**config.mk**
```make
export PLATFORM = sky130hd
export DESIGN_NAME = cgl_latch_regs
export DESIGN_NICKNAME = d
export VERILOG_FILES = /design/src/cgl_latch_regs.v
export VERILOG_INCLUDE_DIRS = /design/src
export SDC_FILE = /design/constraint.sdc
export NUM_CORES = 1
export LEC_CHECK = 0
export ABC_CLOCK_PERIOD_IN_PS = 5200
export BUFFER_PORTS_ARGS = -buffer_cell sky130_fd_sc_hd__buf_2
export CAP_MARGIN = 20
export CORE_MARGIN = 2
export CORE_UTILIZATION = 60
export DETAILED_ROUTE_END_ITERATION = 8
export GPL_TIMING_DRIVEN = 0
export PLACE_DENSITY = 0.81
export SLEW_MARGIN = 0
export SYNTH_ARGS = -nofsm -noshare
export SYNTH_HDL_FRONTEND = slang
export SYNTH_SLANG_ARGS = --single-unit
```
**constraint.sdc**
```tcl
create_clock -name clk_sys_i -period 5.2 [get_ports clk_sys_i]
set_clock_uncertainty 0.15 [all_clocks]
set_input_delay 1.3 -clock clk_sys_i [delete_from_list [all_inputs] [get_ports clk_sys_i]]
set_output_delay 1.3 -clock clk_sys_i [all_outputs]
set_load 0.01 [all_outputs]
```
**src/cgl_regs.vh**
```
// Register map and field constants for the coulomb gauge latch block
`ifndef CGL_REGS_VH
`define CGL_REGS_VH
`define CGL_ADDR_W          8
`define CGL_OFS_CONFIG      8'h18
`define CGL_OFS_COMMAND     8'h19
`define CGL_OFS_DIS_LOW     8'h1a
`define CGL_OFS_DIS_HIGH    8'h1b
`define CGL_OFS_CHG_LOW     8'h1c
`define CGL_OFS_CHG_HIGH    8'h1d
`define CGL_BIT_POWER_ON    7
`define CGL_BIT_SHORT       6
`define CGL_SEL_HI          5
`define CGL_SEL_LO          4
`define CGL_BIT_DIR         3
`define CGL_BIT_SNAPSHOT    7
`define CGL_BIT_CLR_DIS     6
`define CGL_BIT_CLR_CHG     5
`define CGL_SEL_CMD         2'b00
`define CGL_SEL_ADC         2'b01
`define CGL_SEL_GTIMER      2'b10
`define CGL_SEL_STIMER      2'b11
`define CGL_BYTE_ZERO       8'h00
`define CGL_CNT_ZERO        16'h0000
`define CGL_CNT_ONE         16'h0001
`define CGL_CNT_MAX         16'hffff
`endif

```
**src/cgl_latch_regs.v**
```verilog
// Coulomb gauge control, counters and snapshot registers
`timescale 1ns/10ps
`include "cgl_regs.vh"
// Overview of operation
// Power-on bit enables the counting block
// Calibration bit shorts the sense inputs
// Latch source field, 00 gives command control
// Code 01 latches at conversion start, end
// Code 10 latches on general timer overflow
// Code 11 latches on slow timer overflow
// Read-only flag shows current direction
// Snapshot command copies both counters
// Command bit clears discharge counter
// Command bit clears charge counter
// Commands act only with source 00
// Discharge snapshot readable as two bytes
// Charge snapshot readable as two bytes
// Two 16-bit counters, increment only
// Overflow wraps to zero, raises request
// Latch samples only settled counter values
// All snapshot bytes update together
module cgl_latch_regs (
   input  wire        clk_sys_i,
   input  wire        srst_i,
   input  wire [7:0]  reg_addr_i,
   input  wire        reg_wr_i,
   input  wire        reg_rd_i,
   input  wire [7:0]  reg_wdata_i,
   output reg  [7:0]  reg_rdata_o,
   input  wire        charge_pulse_i,
   input  wire        discharge_pulse_i,
   input  wire        charge_dir_i,
   input  wire        adc_conv_start_i,
   input  wire        adc_conv_done_i,
   input  wire        general_timer_ovf_i,
   input  wire        slow_tick_timer_ovf_i,
   output wire        gauge_power_on_o,
   output wire        sense_input_short_o,
   output wire [1:0]  latch_source_sel_o,
   output reg         charge_ovf_o,
   output reg         discharge_ovf_o
);

   reg         power_on_q;
   reg         short_q;
   reg  [1:0]  sel_q;
   reg  [15:0] chg_cnt_q;
   reg  [15:0] dis_cnt_q;
   reg  [15:0] chg_latch_q;
   reg  [15:0] dis_latch_q;
   reg  [7:0]  rdata_d;
   reg         latch_ev;

   wire wr_cfg = reg_wr_i && (reg_addr_i == `CGL_OFS_CONFIG);
   wire wr_cmd = reg_wr_i && (reg_addr_i == `CGL_OFS_COMMAND)
                 && (sel_q == `CGL_SEL_CMD);
   wire clr_dis = wr_cmd && reg_wdata_i[`CGL_BIT_CLR_DIS];
   wire clr_chg = wr_cmd && reg_wdata_i[`CGL_BIT_CLR_CHG];
   wire chg_inc = power_on_q && !short_q && charge_pulse_i;
   wire dis_inc = power_on_q && !short_q && discharge_pulse_i;

   assign gauge_power_on_o    = power_on_q;
   assign sense_input_short_o = short_q;
   assign latch_source_sel_o  = sel_q;

   // Latch event select
   always @* begin
      case (sel_q)
         `CGL_SEL_CMD:    latch_ev = wr_cmd && reg_wdata_i[`CGL_BIT_SNAPSHOT];
         `CGL_SEL_ADC:    latch_ev = adc_conv_start_i || adc_conv_done_i;
         `CGL_SEL_GTIMER: latch_ev = general_timer_ovf_i;
         default:         latch_ev = slow_tick_timer_ovf_i;
      endcase
   end

   // Configuration register
   always @(posedge clk_sys_i) begin
      if (srst_i) begin
         power_on_q <= 1'b0;
         short_q    <= 1'b0;
         sel_q      <= `CGL_SEL_CMD;
      end else if (wr_cfg) begin
         power_on_q <= reg_wdata_i[`CGL_BIT_POWER_ON];
         short_q    <= reg_wdata_i[`CGL_BIT_SHORT];
         sel_q      <= reg_wdata_i[`CGL_SEL_HI:`CGL_SEL_LO];
      end
   end

   // Live counters, clear wins over increment
   always @(posedge clk_sys_i) begin
      if (srst_i) begin
         chg_cnt_q    <= `CGL_CNT_ZERO;
         dis_cnt_q    <= `CGL_CNT_ZERO;
         charge_ovf_o <= 1'b0;
         discharge_ovf_o <= 1'b0;
      end else begin
         charge_ovf_o    <= chg_inc && !clr_chg && (chg_cnt_q == `CGL_CNT_MAX);
         discharge_ovf_o <= dis_inc && !clr_dis && (dis_cnt_q == `CGL_CNT_MAX);
         if (clr_chg)
            chg_cnt_q <= `CGL_CNT_ZERO;
         else if (chg_inc)
            chg_cnt_q <= chg_cnt_q + `CGL_CNT_ONE;
         if (clr_dis)
            dis_cnt_q <= `CGL_CNT_ZERO;
         else if (dis_inc)
            dis_cnt_q <= dis_cnt_q + `CGL_CNT_ONE;
      end
   end

   // Snapshot from registered counters, never mid-update
   always @(posedge clk_sys_i) begin
      if (srst_i) begin
         chg_latch_q <= `CGL_CNT_ZERO;
         dis_latch_q <= `CGL_CNT_ZERO;
      end else if (latch_ev) begin
         chg_latch_q <= chg_cnt_q;
         dis_latch_q <= dis_cnt_q;
      end
   end

   // Read decode
   always @* begin
      rdata_d = `CGL_BYTE_ZERO;
      if (reg_addr_i == `CGL_OFS_CONFIG) begin
         rdata_d[`CGL_BIT_POWER_ON] = power_on_q;
         rdata_d[`CGL_BIT_SHORT] = short_q;
         rdata_d[`CGL_SEL_HI:`CGL_SEL_LO] = sel_q;
         rdata_d[`CGL_BIT_DIR] = charge_dir_i;
      end else if (reg_addr_i == `CGL_OFS_DIS_LOW)
         rdata_d = dis_latch_q[7:0];
      else if (reg_addr_i == `CGL_OFS_DIS_HIGH)
         rdata_d = dis_latch_q[15:8];
      else if (reg_addr_i == `CGL_OFS_CHG_LOW)
         rdata_d = chg_latch_q[7:0];
      else if (reg_addr_i == `CGL_OFS_CHG_HIGH)
         rdata_d = chg_latch_q[15:8];
   end

   always @(posedge clk_sys_i) begin
      if (srst_i)
         reg_rdata_o <= `CGL_BYTE_ZERO;
      else if (reg_rd_i)
         reg_rdata_o <= rdata_d;
   end

endmodule

```
==> run summary <==
Hold Buf Count CTS: 0
number of flops mapped to enable cells by yosys: 0
clk sinks: 78
vias: 4296
Worst setup EP type: register
Fillers: 607
Syn Nets: 544
RSZ-0062 raised after global routing: false
Buf+Inv Stages, Crit Path: 2
Relative slew margins: 0.5795
part of the power in combinational logic: 0.057
IO buf count: 32
nets@finish: 587
core area: 6907 µm²
total power: 1.104 mW
critical path class: input port to register
sequential element share of the synthesized area: 0.3607
VDD IR-drop max: 0.1424 mV
gpl congestion: 0.9530
TritonCTS Buffers: 9
Arr. time, crit path: 3.04 ns
grt ovf: 0
final WL: 12040 µm
worst-path fanout max: 10
Int Power: 0.8371 mW
Pleak: 1.589 nW
Slew Limit Fails: 0
PostCTS Resize Cnt: 0
vias in the first global route: 3875
share of total power in sequential cells: 0.543
# setup viols final: 0
Initial DRC Count: 432
Vias per Instance: 6.519
period utilization: 0.5650
Final Hold Fails: 0
run status: completed
CP Launch Type: input port
top_reg_cell synth: dfxtp_1
Worst Path Required: 5.30 ns
number of synthesized register bits: 78
Clk pin slew, worst setup/hold paths: 0.08 ns
Slowest-stage cell, CP: o21ai_2
Synthesis Warnings: 0
# DRC: 0
sw frac: 0.2415
Clk Latency, worst-skew pair: 0.35 ns
Net Sw Power: 0.2665 mW
min Tclk post-route: 2.938 ns
crit-path leading delay family: simple AND/OR/NAND/NOR gates
dpl hpwl: 8684 µm
f_max: 340.4 MHz
largest net degree at the start of global routing: 13
clock root cell: clkbuf_8
worst min path class: register to register
Cell Rows: 30
Die Wd: 88.94 µm
Die ar.: 7910 µm²
post-synth design cell area: 4329 µm²
max-cap violation count: 0
Pre-antenna DRT Iters: 6
num ports: 41
fraction of layout cells with a size suffix above 1: 0.1474
WL/cell: 18.28 µm
Global Route Usage Sum: 0.3096
Synth cell types: 57
crit-path cells: clkbuf_1 -> nor4bb_1 -> nand4_1 -> o21ai_2 -> buf_4 -> nor2_1
Antenna Diode Count: 0
CTS HTree Levels: 3
r2r setup slk: 3.03 ns
global-route wire length before repair: 18890 µm
Worst Max-Slew Pin Slew: 0.6307 ns
Syn Inst Count: 515
Clk network pwr share: 0.400
Final TNS setup: 0 ns
Syn-to-layout area delta: 10.66%
Worst path max stage delay: 0.51 ns
FFs w/ async S/R, synth: 0
antenna violations before repair: 0
Synth Area per Inst: 8.406 µm²
Power Dens Cells: 230.4 nW/µm²
hold slack: 0.3232 ns
Starting Density: 0.6268
worst-case clock buffer depth: 2
# Post-CTS Setup Buffers: 0
antenna viol nets, final: 0
Die H: 88.94 µm
CTS tree: yes
## cell families after synthesis
group / synth area share
AOI/OAI and AO/OA: 0.2026
muxes: 0.05087
buffers and inverters: 0.05347
xor gates and xnor gates: 0.04653
and+or+nand+nor: 0.2801
adders and majority gates: 0.005779
DFF: 0.3607
## sequential cells by signal (all words and copies together), names as in the netlist
register,count
chg_cnt_q,16
chg_latch_q,16
dis_cnt_q,16
dis_latch_q,16
reg_rdata_o,8
latch_source_sel_o,2
charge_ovf_o,1
discharge_ovf_o,1
gauge_power_on_o,1
sense_input_short_o,1
## path summary, 6_finish.rpt
check / depth (start not counted) / end / from
worst max-delay path: 6 / dis_cnt_q[9] / reg_addr_i[0]
worst min-delay path: 1 / reg_rdata_o[2] / reg_rdata_o[2]
worst max register to register: 5 / dis_cnt_q[9] / latch_source_sel_o[1]
worst min register to register: 1 / reg_rdata_o[2] / reg_rdata_o[2]
## final cells by class
class                           instances  area [µm²]  area share
Multi-Input combinational cell        383        2536      0.5294
Sequential cell                        78        1562      0.3259
Buffer                                 44       193.9     0.04048
Timing Repair Buffer                   32       160.2     0.03343
Clock buffer                           11       131.4     0.02742
Tap cell                               96       120.1     0.02507
Clock inverter                          5       50.05     0.01045
Inverter                               10       37.54    0.007835
## Yosys cell counts, types with 2 or more instances
| master | count | area share |
|---|---|---|
| buf_4 | 3 | 0.0052 |
| nand2_1 | 76 | 0.066 |
| and3_1 | 2 | 0.0029 |
| buf_1 | 3 | 0.0026 |
| or3_1 | 4 | 0.0058 |
| o211ai_1 | 4 | 0.0069 |
| a32o_1 | 2 | 0.0046 |
| o21ai_0 | 16 | 0.018 |
| o311ai_0 | 32 | 0.065 |
| nor4_1 | 10 | 0.014 |
| nand3b_1 | 2 | 0.0035 |
| mux2i_1 | 13 | 0.030 |
| a211o_1 | 2 | 0.0040 |
| and3b_1 | 2 | 0.0040 |
| ha_1 | 2 | 0.0058 |
| nand4b_1 | 2 | 0.0040 |
| a32oi_1 | 32 | 0.065 |
| xnor2_1 | 16 | 0.032 |
| nor3_1 | 13 | 0.015 |
| o21ai_2 | 2 | 0.0040 |
| mux2_2 | 8 | 0.021 |
| nand4_1 | 16 | 0.023 |
| and4_1 | 2 | 0.0040 |
| or4_1 | 2 | 0.0035 |
| nor3b_1 | 29 | 0.050 |
| nor2b_1 | 4 | 0.0058 |
| inv_1 | 9 | 0.0078 |
| clkbuf_1 | 24 | 0.021 |
| nor2_1 | 36 | 0.031 |
| a21oi_1 | 12 | 0.014 |
| xor2_1 | 7 | 0.014 |
| buf_2 | 14 | 0.016 |
| dfxtp_1 | 78 | 0.36 |
| nand2b_1 | 2 | 0.0029 |
| nand3_1 | 9 | 0.010 |
| o31ai_1 | 4 | 0.0069 |
## cells in the final DEF, fill, tap and decap left out, types with 13 or more instances in the layout
cell	n
buf_2	46
nor3_1	13
nor3b_1	29
a32oi_1	32
o311ai_0	32
mux2i_1	13
dfxtp_1	78
nand2_1	76
o21ai_0	16
nor2_1	36
nand4_1	16
clkbuf_1	26
xnor2_1	16
## worst reg2reg max path: stages, from the launching register on
cell	delay (ns)
dfxtp_1	0.38
nor4bb_1	0.40
nand4_1	0.30
o21ai_2	0.51
buf_4	0.27
nor2_1	0.06
## power by group through the flow
stage          Combinational [mW]  Sequential (mW)  Clock (mW)
2_1_floorplan              0.0372            0.614           0
3_3_place_gp               0.0598            0.613           0
3_5_place_dp               0.0611            0.613           0
4_1_cts                    0.0613            0.599       0.443
5_1_grt                    0.0676            0.599       0.468
6_report                   0.0630            0.599       0.442
## stage by stage
step / cell area, µm² / std cells / setup WS (ns) / util
after floorplan: 4329 / 515 / 2.461 / -
after global placement: 4609 / 643 / 1.993 / 0.6674
after detailed placement: 4609 / 643 / 1.941 / 0.6674
after CTS: 4791 / 659 / 2.315 / 0.6937
after global routing: 4791 / 659 / 2.220 / 0.6937
final: 4791 / 659 / 2.262 / 0.6937
## routing by layer
layer | vias to the layer above | track usage | share of wire
met3 | 33 | 0.06002 | 0.070
met2 | 194 | 0.4925 | 0.46
met5 | - | 0 | 0
met4 | 0 | 0.1085 | 0.028
li1 | 2031 | - | -
met1 | 2038 | 0.4227 | 0.44
Power figures use the tool's default switching activity.
